===== src/design/tws_consts.svh =====
`ifndef TWS_CONSTS_SVH
`define TWS_CONSTS_SVH

// system clock
`define TWS_CLK_HZ        40000000
`define TWS_CLK_NS        25

// bus rates handled by the filters and the output hold
`define TWS_SCL_FS_KHZ    400
`define TWS_SCL_HS_KHZ    2170

// input spike filter, least stable time per mode
`define TWS_FILT_FS_NS    50
`define TWS_FILT_HS_NS    10
`define TWS_FILT_FS_CYC   ((`TWS_FILT_FS_NS + `TWS_CLK_NS - 1) / `TWS_CLK_NS)
`define TWS_FILT_HS_CYC   ((`TWS_FILT_HS_NS + `TWS_CLK_NS - 1) / `TWS_CLK_NS)

// sda output hold after scl falls, least time per mode
`define TWS_HOLD_FS_NS    100
`define TWS_HOLD_HS_NS    25
`define TWS_HOLD_FS_CYC   ((`TWS_HOLD_FS_NS + `TWS_CLK_NS - 1) / `TWS_CLK_NS)
`define TWS_HOLD_HS_CYC   ((`TWS_HOLD_HS_NS + `TWS_CLK_NS - 1) / `TWS_CLK_NS)

// bus low timeout
`define TWS_TMO_MS        25
`define TWS_TMO_CYC       ((`TWS_TMO_MS * `TWS_CLK_HZ) / 1000)
`define TWS_TMO_W         20

// addressing and commands
`define TWS_ADDR_BASE     7'h48
`define TWS_STRAP_RADIX   3
`define TWS_STRAP_GND     2'h0
`define TWS_STRAP_FLOAT   2'h1
`define TWS_STRAP_SUPPLY  2'h2
`define TWS_STRAP_SETTLE  4'h8
`define TWS_GC_ADDR       8'h00
`define TWS_GC_RESET      8'h06
`define TWS_HS_CODE       5'h01
`define TWS_PTR_POR       8'h00
`define TWS_BYTE_BITS     4'h8

`endif


===== src/design/tws_pkg.sv =====
package tws_pkg;

  typedef enum logic [2:0] {
    ST_IDLE,
    ST_RX,
    ST_RX_ACK,
    ST_TX,
    ST_TX_ACK,
    ST_SKIP
  } tws_state_t;

  typedef enum logic [1:0] {
    KD_ADDR,
    KD_PTR,
    KD_WDATA,
    KD_GCCMD
  } tws_kind_t;

  typedef struct packed {
    tws_state_t st;
    tws_kind_t  kind;
    logic       rw;
    logic       skip_after;
    logic       more;
    logic [3:0] cnt;
    logic [7:0] sh;
    logic [7:0] ptr;
    logic       rd_low;
    logic [6:0] my_addr;
    logic       addr_ok;
    logic [3:0] settle;
    logic       scl_p;
    logic       sda_p;
    logic       oe;
    logic       pend;
    logic [3:0] hold;
    logic       hs;
    logic       wr_stb;
    logic [7:0] wr_d;
    logic       gc;
    logic       rd_take;
    logic       conv_en;
  } tws_top_t;

endpackage


===== src/design/tws_pin_sync.sv =====
`timescale 1ns/1ps
`include "tws_consts.svh"

module tws_pin_sync #(
  parameter int W  = 2,
  parameter int FW = 4
) (
  // clock and reset
  input  wire logic         sys_clk,
  input  wire logic         nrst,
  // filter mode
  input  wire logic         hs,
  // raw and clean levels
  input  wire logic [W-1:0] pin,
  output logic      [W-1:0] q
);

  localparam logic [FW-1:0] LIM_FS = FW'(`TWS_FILT_FS_CYC);
  localparam logic [FW-1:0] LIM_HS = FW'(`TWS_FILT_HS_CYC);

  typedef struct packed {
    logic [W-1:0]          s1;
    logic [W-1:0]          s2;
    logic [W-1:0]          s3;
    logic [W-1:0]          q;
    logic [W-1:0][FW-1:0]  cnt;
  } tws_sync_t;

  tws_sync_t r;
  tws_sync_t n;

  always_comb begin
    logic [FW-1:0] lim;
    lim = hs ? LIM_HS : LIM_FS;
    n = r;
    n.s1 = pin;
    n.s2 = r.s1;
    n.s3 = r.s2;
    // s1 only feeds s2; decisions use s2 and s3
    for (int i = 0; i < W; i++) begin
      if ((r.s2[i] == r.s3[i]) && (r.s3[i] != r.q[i])) begin
        if (r.cnt[i] + FW'(1) >= lim) begin
          n.q[i]   = r.s3[i];
          n.cnt[i] = '0;
        end else begin
          n.cnt[i] = r.cnt[i] + FW'(1);
        end
      end else begin
        n.cnt[i] = '0;
      end
    end
  end

  always_ff @(posedge sys_clk) begin
    if (!nrst) begin
      r <= '{s1: '1, s2: '1, s3: '1, q: '1, cnt: '0};
    end else begin
      r <= n;
    end
  end

  assign q = r.q;

endmodule


===== src/design/tws_low_timer.sv =====
`timescale 1ns/1ps

module tws_low_timer #(
  parameter int W   = 20,
  parameter int CYC = 1000000
) (
  // clock and reset
  input  wire logic sys_clk,
  input  wire logic nrst,
  // watched line
  input  wire logic armed,
  input  wire logic line_low,
  output logic      expired
);

  localparam logic [W-1:0] LAST = W'(CYC - 1);

  typedef struct packed {
    logic [W-1:0] cnt;
    logic         fired;
    logic         exp;
  } tws_tmr_t;

  tws_tmr_t r;
  tws_tmr_t n;

  always_comb begin
    n = r;
    n.exp = 1'b0;
    if (!armed || !line_low) begin
      n.cnt   = '0;
      n.fired = 1'b0;
    end else if (!r.fired) begin
      if (r.cnt == LAST) begin
        n.exp   = 1'b1;
        n.fired = 1'b1;
      end else begin
        n.cnt = r.cnt + W'(1);
      end
    end
  end

  always_ff @(posedge sys_clk) begin
    if (!nrst) begin
      r <= '{cnt: '0, fired: 1'b0, exp: 1'b0};
    end else begin
      r <= n;
    end
  end

  assign expired = r.exp;

endmodule


===== src/design/tws_slave.sv =====
`timescale 1ns/1ps
`include "tws_consts.svh"

module tws_slave #(
  parameter int TMO_CYC = `TWS_TMO_CYC,
  parameter int TMO_W   = `TWS_TMO_W
) (
  // clock and reset
  input  wire logic       sys_clk,
  input  wire logic       nrst,
  // bus pins
  input  wire logic       scl_in,
  input  wire logic       sda_in,
  output logic            sda_out,
  output logic            sda_oe,
  // address straps, 0 ground, 1 floating, 2 supply
  input  wire logic [1:0] addr_strap_low,
  input  wire logic [1:0] addr_strap_high,
  // register file side
  output logic [7:0]      reg_ptr,
  output logic            rd_low_byte,
  input  wire logic [7:0] rd_data,
  output logic            rd_take,
  output logic            wr_strobe,
  output logic [7:0]      wr_data,
  output logic            gc_reset,
  // mode and conversion control
  output logic            hs_mode,
  input  wire logic       power_down_request_bit,
  input  wire logic       conv_busy,
  output logic            conv_enable,
  output logic            conv_abort
);
  import tws_pkg::*;

  localparam tws_top_t TOP_RST = '{
    st: ST_IDLE, kind: KD_ADDR, scl_p: 1'b1, sda_p: 1'b1,
    conv_en: 1'b1, ptr: `TWS_PTR_POR, default: '0};
  localparam logic [3:0] HOLD_FS = 4'(`TWS_HOLD_FS_CYC);
  localparam logic [3:0] HOLD_HS = 4'(`TWS_HOLD_HS_CYC);

  tws_top_t   r;
  tws_top_t   n;
  logic [1:0] bus_f;
  logic [3:0] strap_f;
  logic [1:0] tmo;
  logic       scl_f;
  logic       sda_f;
  logic       scl_rise;
  logic       scl_fall;
  logic       start;
  logic       stop;
  logic [6:0] strap_addr;

  tws_pin_sync #(.W(2)) u_bus_sync (
    .sys_clk (sys_clk),
    .nrst    (nrst),
    .hs      (r.hs),
    .pin     ({scl_in, sda_in}),
    .q       (bus_f)
  );

  tws_pin_sync #(.W(4)) u_strap_sync (
    .sys_clk (sys_clk),
    .nrst    (nrst),
    .hs      (1'b0),
    .pin     ({addr_strap_high, addr_strap_low}),
    .q       (strap_f)
  );

  assign scl_f = bus_f[1];
  assign sda_f = bus_f[0];

  // one watchdog per line, armed between start and stop
  for (genvar g = 0; g < 2; g++) begin : g_tmo
    tws_low_timer #(.W(TMO_W), .CYC(TMO_CYC)) u_tmr (
      .sys_clk  (sys_clk),
      .nrst     (nrst),
      .armed    (r.st != ST_IDLE),
      .line_low (~bus_f[g]),
      .expired  (tmo[g])
    );
  end

  assign scl_rise = scl_f && !r.scl_p;
  assign scl_fall = !scl_f && r.scl_p;
  // sda edge with scl steady high is control, never data
  assign start = scl_f && r.scl_p && r.sda_p && !sda_f;
  assign stop  = scl_f && r.scl_p && !r.sda_p && sda_f;

  function automatic logic [1:0] strap_lvl(input logic [1:0] c);
    if (c == `TWS_STRAP_GND) begin
      strap_lvl = 2'h0;
    end else if (c == `TWS_STRAP_FLOAT) begin
      strap_lvl = 2'h1;
    end else begin
      strap_lvl = 2'h2;
    end
  endfunction

  assign strap_addr = `TWS_ADDR_BASE
                    + 7'(`TWS_STRAP_RADIX * strap_lvl(strap_f[3:2]))
                    + 7'(strap_lvl(strap_f[1:0]));

  always_comb begin
    n = r;
    n.wr_stb  = 1'b0;
    n.gc      = 1'b0;
    n.rd_take = 1'b0;
    n.scl_p   = scl_f;
    n.sda_p   = sda_f;
    // sample straps once the synchronisers have settled
    if (!r.addr_ok) begin
      if (r.settle == `TWS_STRAP_SETTLE) begin
        n.addr_ok = 1'b1;
        n.my_addr = strap_addr;
      end else begin
        n.settle = r.settle + 4'h1;
      end
    end
    // sda pull changes after hold time past scl fall; start, stop and timeout release it at once
    if (r.hold != 4'h0) begin
      n.hold = r.hold - 4'h1;
      if (r.hold == 4'h1) begin
        n.oe = r.pend;
      end
    end
    // finish the running conversion before powering down
    n.conv_en = !power_down_request_bit || (r.conv_en && conv_busy);
    if (r.gc) begin
      n.conv_en = 1'b1;
    end
    if (!r.addr_ok) begin
      n.st = ST_IDLE;
    end else if (tmo != 2'b00) begin
      n.st   = ST_IDLE;
      n.oe   = 1'b0;
      n.pend = 1'b0;
      n.hold = 4'h0;
      n.hs   = 1'b0;
    end else if (start) begin
      // repeated start keeps high-speed mode
      n.st     = ST_RX;
      n.kind   = KD_ADDR;
      n.cnt    = 4'h0;
      n.oe     = 1'b0;
      n.pend   = 1'b0;
      n.hold   = 4'h0;
      n.rd_low = 1'b0;
    end else if (stop) begin
      n.st   = ST_IDLE;
      n.hs   = 1'b0;
      n.oe   = 1'b0;
      n.pend = 1'b0;
      n.hold = 4'h0;
    end else if (scl_rise) begin
      unique case (r.st)
        ST_RX: begin
          n.sh  = {r.sh[6:0], sda_f};
          n.cnt = r.cnt + 4'h1;
        end
        ST_TX: begin
          n.cnt = r.cnt + 4'h1;
        end
        ST_TX_ACK: begin
          n.more = !sda_f;
          if (!sda_f) begin
            n.rd_low = 1'b1;
          end
        end
        ST_IDLE, ST_RX_ACK, ST_SKIP: begin
        end
      endcase
    end else if (scl_fall) begin
      n.hold = r.hs ? HOLD_HS : HOLD_FS;
      unique case (r.st)
        ST_RX: begin
          if (r.cnt == `TWS_BYTE_BITS) begin
            n.cnt        = 4'h0;
            n.st         = ST_RX_ACK;
            n.pend       = 1'b1;
            n.skip_after = 1'b0;
            unique case (r.kind)
              KD_ADDR: begin
                if (r.sh[7:1] == r.my_addr) begin
                  n.rw   = r.sh[0];
                  n.kind = KD_PTR;
                end else if (r.sh == `TWS_GC_ADDR) begin
                  n.rw   = 1'b0;
                  n.kind = KD_GCCMD;
                end else begin
                  n.pend = 1'b0;
                  n.st   = ST_SKIP;
                  if (r.sh[7:3] == `TWS_HS_CODE) begin
                    n.hs = 1'b1;
                  end
                end
              end
              KD_PTR: begin
                n.ptr  = r.sh;
                n.kind = KD_WDATA;
              end
              KD_WDATA: begin
                n.wr_stb = 1'b1;
                n.wr_d   = r.sh;
              end
              KD_GCCMD: begin
                n.skip_after = 1'b1;
                if (r.sh == `TWS_GC_RESET) begin
                  n.gc  = 1'b1;
                  n.ptr = `TWS_PTR_POR;
                end
              end
            endcase
          end
        end
        ST_RX_ACK: begin
          n.cnt  = 4'h0;
          n.pend = 1'b0;
          if (r.skip_after) begin
            n.st = ST_SKIP;
          end else if (r.rw) begin
            n.st      = ST_TX;
            n.sh      = rd_data;
            n.pend    = !rd_data[7];
            n.rd_take = 1'b1;
          end else begin
            n.st = ST_RX;
          end
        end
        ST_TX: begin
          if (r.cnt == `TWS_BYTE_BITS) begin
            n.st   = ST_TX_ACK;
            n.pend = 1'b0;
          end else begin
            n.sh   = {r.sh[6:0], 1'b0};
            n.pend = !r.sh[6];
          end
        end
        ST_TX_ACK: begin
          n.pend = 1'b0;
          if (r.more) begin
            n.st      = ST_TX;
            n.cnt     = 4'h0;
            n.sh      = rd_data;
            n.pend    = !rd_data[7];
            n.rd_take = 1'b1;
          end else begin
            n.st = ST_SKIP;
          end
        end
        ST_IDLE, ST_SKIP: begin
          n.pend = 1'b0;
        end
      endcase
    end
  end

  always_ff @(posedge sys_clk) begin
    if (!nrst) begin
      r <= TOP_RST;
    end else begin
      r <= n;
    end
  end

  // open drain: only ever pulls low, scl never driven
  assign sda_out     = 1'b0;
  assign sda_oe      = r.oe;
  assign reg_ptr     = r.ptr;
  assign rd_low_byte = r.rd_low;
  assign rd_take     = r.rd_take;
  assign wr_strobe   = r.wr_stb;
  assign wr_data     = r.wr_d;
  assign gc_reset    = r.gc;
  assign hs_mode     = r.hs;
  assign conv_enable = r.conv_en;
  assign conv_abort  = r.gc;

endmodule


===== config.mk =====
export PLATFORM = sky130hd
export DESIGN_NAME = tws_slave
export DESIGN_NICKNAME = d
export VERILOG_FILES = /design/src/design/tws_pkg.sv /design/src/design/tws_pin_sync.sv /design/src/design/tws_low_timer.sv /design/src/design/tws_slave.sv
export VERILOG_INCLUDE_DIRS = /design/src /design/src/design
export SDC_FILE = /design/constraint.sdc
export NUM_CORES = 1
export LEC_CHECK = 0
export BUFFER_PORTS_ARGS = -buffer_cell sky130_fd_sc_hd__buf_4
export CAP_MARGIN = 25
export CORE_ASPECT_RATIO = 1.25
export CORE_UTILIZATION = 55
export CTS_CLUSTER_SIZE = 40
export DETAILED_ROUTE_END_ITERATION = 8
export PLACE_DENSITY_LB_ADDON = 0.3
export SLEW_MARGIN = 20
export SYNTH_ARGS = -nofsm -noshare
export SYNTH_HDL_FRONTEND = slang
export SYNTH_HIERARCHICAL = 1
export SYNTH_SLANG_ARGS = --single-unit

===== constraint.sdc =====
create_clock -name sys_clk -period 5.15 [get_ports sys_clk]
set_input_delay 0.7725 -clock sys_clk [delete_from_list [all_inputs] [get_ports sys_clk]]
set_output_delay 0.7725 -clock sys_clk [all_outputs]
set_load 0.005 [all_outputs]

======== Yosys cells after proc, flatten, opt, wreduce, memory -nomap -nowiden ========
Cells that the tools add are included.
operators by class
  add/sub/neg operators ................... 13
  $mul .................................... 1
  magnitude comparators ................... 6
  equal/unequal tests ..................... 58
  multiplexer cells ....................... 102
  bitwise gates (word level) .............. 21
  reduce and logical (&&, ||, !) cells .... 92
operator list
  kind                                                                    count
  12-bit two-way mux                                                      7
  8-bit two-way mux                                                       8
  7-bit two-way mux                                                       9
  11-bit two-way mux                                                      4
  20-bit by 1-bit adder with 20-bit output (second input constant)        2
  20-bit equality test (second input constant)                            2
  17-bit two-way mux                                                      2
  4-bit by 1-bit adder with 4-bit output (second input constant)          8
  1-bit two-way mux                                                       30
  3-bit two-way mux                                                       10
  10-bit AND reduction                                                    3
  3-bit OR reduction                                                      9
  26-bit two-way mux                                                      1
  4-bit two-way mux                                                       6
  8-bit one-hot mux with 3 select lines                                   1
  3-bit nonzero test                                                      8
  1-bit inverter                                                          21
  2-bit two-way mux                                                       10
  20-bit two-way mux                                                      1
  2-bit AND reduction                                                     10
  18-bit two-way mux                                                      1
  6-bit inequality test (second input constant)                           3
  9-bit AND reduction                                                     2
  4-bit by 2-bit >= comparator with 1-bit output (second input constant)  4
  other kinds (59)                                                        131
word-level totals
  flip-flop bits (word level) ............. 154
  output and inout port bits .............. 25

======== Logic depth before layout (Yosys ltp) ========
Gate-level depths: netlist (run 1).
  depth in word-level cells ............... 17
  gate-level depth with buffers ........... 11

======== Cells and area by module ========
Netlist (run 1), hierarchy kept.
by module, submodules not included
  module                       instances  cells an instance  area an instance (um^2)
  tws_slave                    1          401                3,545.9
  tws_low_timer                2          133                1,119.8
  tws_pin_sync (u_strap_sync)  1          127                1,361.3
  tws_pin_sync (u_bus_sync)    1          64                 689.4

======== Worst setup path before layout (run 1) ========
No wires, ideal clock.
  path kind ............................... register to register
  start ................................... reg u_bus_sync.r (netlist bit u_bus_sync/q[1])
  end ..................................... reg r (netlist bit wr_data[0])
  setup time .............................. 116 ps
  data arrival time ....................... 2,011 ps
  slack ................................... 3,023 ps
  stages on the path, launching flop included .. 9
  clock period less this slack ............ 2,127 ps
  path through ............................ dfxtp_1 buf_4 ha_1 buf_2 nor2b_1 nand2_1 nor4_4 mux2i_1 nor2b_1
between the ends
  longest elaborated chain between the ends .. 5
  elaborated cells on any way between the ends .. 12
  classes of those cells .................. bitwise (3); reduce/logical (9)
RTL lines
  element                                                   line                              source
  start, declared                                           tws_pin_sync.sv:29                tws_sync_t r;
  start signal, assigned                                    tws_pin_sync.sv:56                r <= '{s1: '1, s2: '1, s3: '1, q: '1, cnt: '0};
  start signal, assigned                                    tws_pin_sync.sv:58                r <= n;
  1-bit logical AND                                         tws_slave.sv:88, tws_slave.sv:89
  1-bit logical AND, on equally long branches (2 in a row)  tws_slave.sv:89, tws_slave.sv:88
  1-bit inverter (no source line)                           --
  9-bit AND reduction (no source line) (*)                  --
  end signal, assigned                                      tws_slave.sv:263                  r <= n;
  end, declared                                             tws_slave.sv:42                   tws_top_t r;
Mark *: on every way between the ends. The rest lies on a longest branch, timed or not.
A chain may end at the register's enable or synchronous reset.

==> results of run 1 <==
state kept, by name, indices dropped and copies added (netlist names):
name                 cells
g_tmo.u_tmr/r           42
r                       38
u_strap_sync/r          20
u_bus_sync/r            10
reg_ptr                  8
u_strap_sync/n           8
wr_data                  8
u_bus_sync/n             4
u_strap_sync/q           4
g_tmo.u_tmr/expired      2
u_bus_sync/q             2
conv_abort               1
conv_enable              1
hs_mode                  1
rd_low_byte              1
rd_take                  1
sda_oe                   1
wr_strobe                1
cell type report:
type | count | area share [%]
Tap cell | 175 | 2.51
Timing Repair Buffer | 43 | 3.70
Clock inverter | 15 | 2.42
Multi-Input combinational cell | 634 | 50.2
Clock buffer | 17 | 4.87
Inverter | 28 | 1.20
Sequential cell | 153 | 35.1
worst max-delay path, stage by stage, from the launching register on:
cell	delay [ns]
dfxtp_1	0.35
inv_1	0.06
ha_1	0.40
nor2b_1	0.45
nand2_1	0.23
nor4_4	0.68
mux2i_1	0.27
nor2b_1	0.07
worst max-delay path by stage:
stage	startpoint	to	slack, ns	cells after the start
2_1_floorplan	u_bus_sync/q[1]	wr_data[0]	3.02	8
6_report	r[20]	wr_data[7]	2.53	7
4_1_cts	r[20]	wr_data[7]	2.53	7
3_5_place_dp	nrst	g_tmo[0].u_tmr/r[2]	2.39	5
3_3_place_gp	nrst	g_tmo[0].u_tmr/r[2]	2.42	5
5_1_grt	r[20]	wr_data[2]	2.34	7
per-stage QoR:
step           area [sq um]  worst slack, ns  instances  hold WS (ns)  util [%]
4_1_cts                8730             2.53       1065         0.409      62.9
3_5_place_dp           8100             2.39       1033         0.395      58.4
2_1_floorplan          7900             3.02        876         0.386         -
6_report               8730             2.53       1065         0.406      62.9
3_3_place_gp           8100             2.42       1033         0.389      58.4
5_1_grt                8730             2.34       1065         0.422      62.9
layer usage:
layer / track usage [%] / vias to the layer above / share of wire (%)
met5: 0 / - / 0
met4: 8.86 / 0 / 1.7
met3: 4.95 / 23 / 4.5
met2: 37.0 / 148 / 49
met1: 27.8 / 2884 / 45
li1: - / 3123 / -
cells by family after synthesis:
group | after synthesis
AO/OA/AOI/OAI | 176
multiplexers | 17
flip-flops | 153
XOR/XNOR | 33
buffers and inverters | 89
adder cells (fa/ha/maj) | 33
other | 3
AND/OR/NAND/NOR | 354
synthesized netlist by cell type, types with 4 or more instances:
cell type,instances,area (sq um)
a211oi_2,6,75.1
a21boi_0,4,30.0
a21boi_2,5,56.3
ha_1,32,400
nand3_1,52,260
o31ai_2,7,87.6
or2_2,4,25.0
a32oi_1,4,35.0
buf_2,5,25.0
xnor2_1,13,114
and3b_1,8,70.1
nand2_1,53,199
o31ai_1,10,75.1
mux2i_1,14,140
a211oi_1,10,75.1
nand4_1,11,68.8
o22ai_1,6,37.5
inv_1,28,105
or3_1,6,37.5
or4b_2,4,40.0
nor4_1,15,93.8
buf_4,27,203
nor2_1,45,169
nand2b_1,45,282
xor2_1,20,175
dfxtp_1,153,3060
clkbuf_1,26,97.6
a22oi_1,8,60.1
and3_1,6,37.5
and2_1,4,25.0
a31oi_1,9,56.3
a41o_1,5,50.1
o211a_1,8,80.1
or4_1,17,128
nor3b_1,4,30.0
nor2b_1,22,138
o21ai_0,23,115
nor3_1,16,80.1
a21oi_1,40,200
nand3b_1,6,45.0
a31o_2,5,43.8
power breakdown:
part           total [mW]  internal, mW  switching, mW  leakage [nW]
clock network        1.33         0.821          0.507         0.310
logic               0.132        0.0619         0.0703          1.83
registers            1.23          1.21         0.0179          1.24
==> results.toml, run 1 <==
[floorplanning]
die_h_um = 135
die_area_sq_um = 14700
core_sq_um = 13900
boundaryPins = 43
die_w_um = 109
num_rows = 48
start_util_pct = 56.5

[synth]
synth_area_sq_um = 7840
synthArstFlopShare_pct = 0
yosys.cell_types.count = 79
synth_xor_area_share_pct = 3.69
postSynthCellCount = 858
muxShareOfSynthArea_pct = 2.22
yosys_warnings = 6
ys_dominant_reg_cell = "dfxtp_1"
synth_edf_count = 0
ys_seq_elements = 153
synth_area_per_cell_sq_um = 9.13
synth_top_family_by_area = "simple AND/OR/NAND/NOR gates"
yosys.area_share.simple_pct = 27.1
synth-compound-area-share_pct = 16.5
synth.yosys.seq_area_share_pct = 39.1
yosys.area_share.adder_pct = 5.36

[drt]
dr.pass1.iters = 4
detail-route-antenna-nets = 0
routedWlPerCell_um = 14.4
drtIter0Drc = 338
drt-total-wl_um = 15400
vias = 6178
drc = 0
viasPerCell = 5.80

[worst_hold_path]
hold_end = "u_strap_sync/n[22]"
whs_path_depth = 1
hold_class = "register to register"
hold_start = "u_strap_sync/n[26]"

[setup_path]
critPathArrivalTime_ns = 2.93
crit_type = "register to register"
cp_max_fo = 17
r2r_slack_ns = 2.53
r2r_cells = 7
end_kind = "register"
reg2reg_from = "r[20]"
worstPathRequired_ns = 5.47
worst_r2r_endpoint = "wr_data[7]"
crit_path_start_kind = "register"

[cts]
cts_num_sinks = 153
cts_made_buffers = 17
htreeDepth = 4
clk_pin_slew_ns = 0.06
cts_resized = 0
cts_tree = "done"
clock_latency_ns = 0.42
root_buffer = "clkbuf_16"
hold_buffers = 0
cts_buffer_depth = 2
cts_setup_buffers = 0

[grt]
grt_pass1_wl_um = 26300
grt_pass1_vias = 5751
grt_max_degree = 52
grt.overflow.total = 0
grtUsageTotal_pct = 22.3
antenna_found_initial = 0

[sta]
slew_viol_final = 0
rsz0062_at_grt = "false"
finClkSkew_ns = 0.00750
max_freq_mhz = 382
fin_setup_tns_ns = 0
period_needed_ns = 2.62
finalHoldViolCount = 0
fin_crit_sh_pct = 50.8
maxSlewHeadroom_pct = 44.3
setup_viol = 0
worst_pin_slew_ns = 0.825

[finish]
final_cell_mix = "153 x dfxtp_1, 53 x nand2_1, 52 x nand3_1, 45 x nand2b_1, 45 x nor2_1"
drive_above_1_share_pct = 15.2
mostFrequentLayoutCell = "dfxtp_1"
antenna_cells = 0
final_nets = 928
area_growth_pct = 11.4
regArea_sq_um = 3060
multi_input_area_sq_um = 4390
filler_cell_count = 1164

[placement]
port_buffers = 41
dp_hpwl_um = 10700
gp_congestion = 0.897

[power_and_ir_drop]
power_mw = 2.69
p_leak_nw = 3.38
vdd_drop_max_v = 0.000237
p_per_area_nw_per_um2 = 308

[job]
drv_cap = 0

[status]
status = "finished clean"
(Power assumes the default switching activity.)
==> inputs of run 2 (changes only) <==
clock period = 2.6 ns   (was 5.15 ns; I/O delays follow)
==> run 2 against run 1 <==
Non-clock buffer count is 15 higher; core utilization is 0.32 points higher; sequential cell count stayed put; final cell count is 1.4% higher; sequential power is 98% higher; clock-buffer cell count stayed put; cell area is 0.50% higher; total power is 87% higher; setup slack worse by 2.1 ns; fmax is 19% higher; sequential share of layout area is 0.18 points lower; critical path type unchanged; highest routed layer unchanged.
==> results.toml, run 2 (synthesis gave the netlist of run 1 again) <==
[status]
status = "finished clean"

[power_and_ir_drop]
switchingPower_mw = 1.25
comb_power_share_pct = 5.3
vdd_drop_max_v = 0.000413
clockPowerShare_pct = 46.4
p_per_area_nw_per_um2 = 573
seq_power_share_pct = 48.3
p_leak_nw = 3.42
p_int_mw = 3.78
power_mw = 5.03
sw_frac_of_total_pct = 24.9

[worst_hold_path]
hold_end = "u_strap_sync/n[26]"
hold_start = "addr_strap_high[0]"
hold_class = "input port to register"
whs_path_depth = 2

[setup_path]
crit_type = "register to register"
r2r_slack_ns = 0.41
reg2reg_from = "r[20]"
r2r_cells = 7
cp_max_fo = 16
end_kind = "register"
critPathArrivalTime_ns = 2.55
worst_r2r_endpoint = "reg_ptr[6]"
crit_path_start_kind = "register"
worstPathRequired_ns = 2.96

[grt]
grt_max_degree = 96
grt_pass1_wl_um = 27200
grtUsageTotal_pct = 23.1
grt_pass1_vias = 5928
antenna_found_initial = 0
grt.overflow.total = 0

[job]
drv_cap = 0

[cts]
clk_pin_slew_ns = 0.07
hold_buffers = 0
cts_resized = 0
cts_buffer_depth = 2
cts_setup_buffers = 0
cts_tree = "done"
htreeDepth = 4
root_buffer = "clkbuf_16"
cts_num_sinks = 153
clock_latency_ns = 0.43
cts_made_buffers = 17

[sta]
maxSlewHeadroom_pct = 51.6
setup_viol = 0
max_freq_mhz = 457
fin_crit_sh_pct = 84.2
finClkSkew_ns = 0.0106
finalHoldViolCount = 0
fin_setup_tns_ns = 0
worst_pin_slew_ns = 0.716
rsz0062_at_grt = "false"
slew_viol_final = 0
period_needed_ns = 2.19

[floorplanning]
die_h_um = 135
start_util_pct = 56.5
die_area_sq_um = 14700
core_sq_um = 13900
die_w_um = 109
num_rows = 48
boundaryPins = 43

[finish]
regArea_sq_um = 3060
area_growth_pct = 12.0
multi_input_area_sq_um = 4390
mostFrequentLayoutCell = "dfxtp_1"
final_cell_mix = "153 x dfxtp_1, 57 x buf_4, 53 x nand2_1, 52 x nand3_1"
filler_cell_count = 1181
largestRegisters = "g_tmo.u_tmr/r: 42 flops, r: 38 flops, u_strap_sync/r: 20 flops"
regMostFlops = "g_tmo.u_tmr/r"
antenna_cells = 0
drive_above_1_share_pct = 16.6
final_nets = 943
largest_reg_flops = 42

[placement]
gp_congestion = 0.932
port_buffers = 41
dp_hpwl_um = 11300

[drt]
dr.pass1.iters = 5
viasPerCell = 5.87
vias = 6336
detail-route-antenna-nets = 0
drc = 0
drtIter0Drc = 337
drt-total-wl_um = 16200
routedWlPerCell_um = 15.0
==> run 2: changes by cell type in the layout (fill, tap and decap cells not counted) <==
| cell | delta |
|---|---|
| buf_4 | +14 |
| bufinv_16 | -4 |
| clkinvlp_4 | +3 |
| clkinv_4 | -2 |
| inv_8 | +3 |
| buf_12 | +1 |
==> run 2: worst max-delay path, cell delays in order (launching register included) <==
cell,delay (ns)
dfxtp_1,0.35
inv_1,0.05
ha_1,0.32
nand2b_1,0.31
nor3_1,0.27
and4_1,0.51
nand3_1,0.16
a21boi_2,0.15
==> run 2: stage by stage <==
| stage | utilization [%] | instances | hold WS, ns | area (sq um) | worst slack [ns] |
|---|---|---|---|---|---|
| after floorplan | - | 876 | 0.386 | 7900 | 0.473 |
| after global placement | 59.3 | 1048 | 0.390 | 8220 | 0.485 |
| after detailed placement | 59.3 | 1048 | 0.396 | 8220 | 0.415 |
| after CTS | 63.3 | 1080 | 0.132 | 8780 | 0.401 |
| after global routing | 63.3 | 1080 | 0.140 | 8780 | 0.162 |
| final | 63.3 | 1080 | 0.146 | 8780 | 0.411 |
==> run 2: layer usage <==
| layer | vias to the layer above | share of wire (%) | track usage, % | wire [um] |
|---|---|---|---|---|
| li1 | 3159 | - | - | - |
| met1 | 2979 | 44 | 27.9 | 7210 |
| met2 | 163 | 49 | 39.9 | 7980 |
| met3 | 35 | 4.3 | 4.71 | 699 |
| met4 | 0 | 2.2 | 9.23 | 356 |
| met5 | - | 0 | 0 | 0 |
==> run 2: power by group through the flow <==
stage	Sequential, mW	Combinational [mW]	Clock [mW]
floorplan	2.47	0.205	0
global placement	2.48	0.257	0
detailed placement	2.48	0.264	0
CTS	2.43	0.266	2.38
global route	2.43	0.302	2.47
finish	2.43	0.264	2.33
==> run 2: area by class of cell <==
class                      count  area share, %
clock inverter                15           1.48
multi-input combinational    634           50.0
tap                          175           2.50
sequential                   153           34.9
inverter                      28           1.20
clock buffer                  17           4.85
timing repair buffer          58           5.10
==> run 2: worst max-delay path by stage <==
stage                     from          to  cells after the start
4_1_cts                  r[20]  reg_ptr[1]                      7
2_1_floorplan  u_bus_sync/q[1]  wr_data[0]                      8
3_3_place_gp             r[20]  reg_ptr[6]                      7
6_report                 r[20]  reg_ptr[6]                      7
5_1_grt                  r[20]  reg_ptr[7]                      7
3_5_place_dp             r[20]  reg_ptr[1]                      7
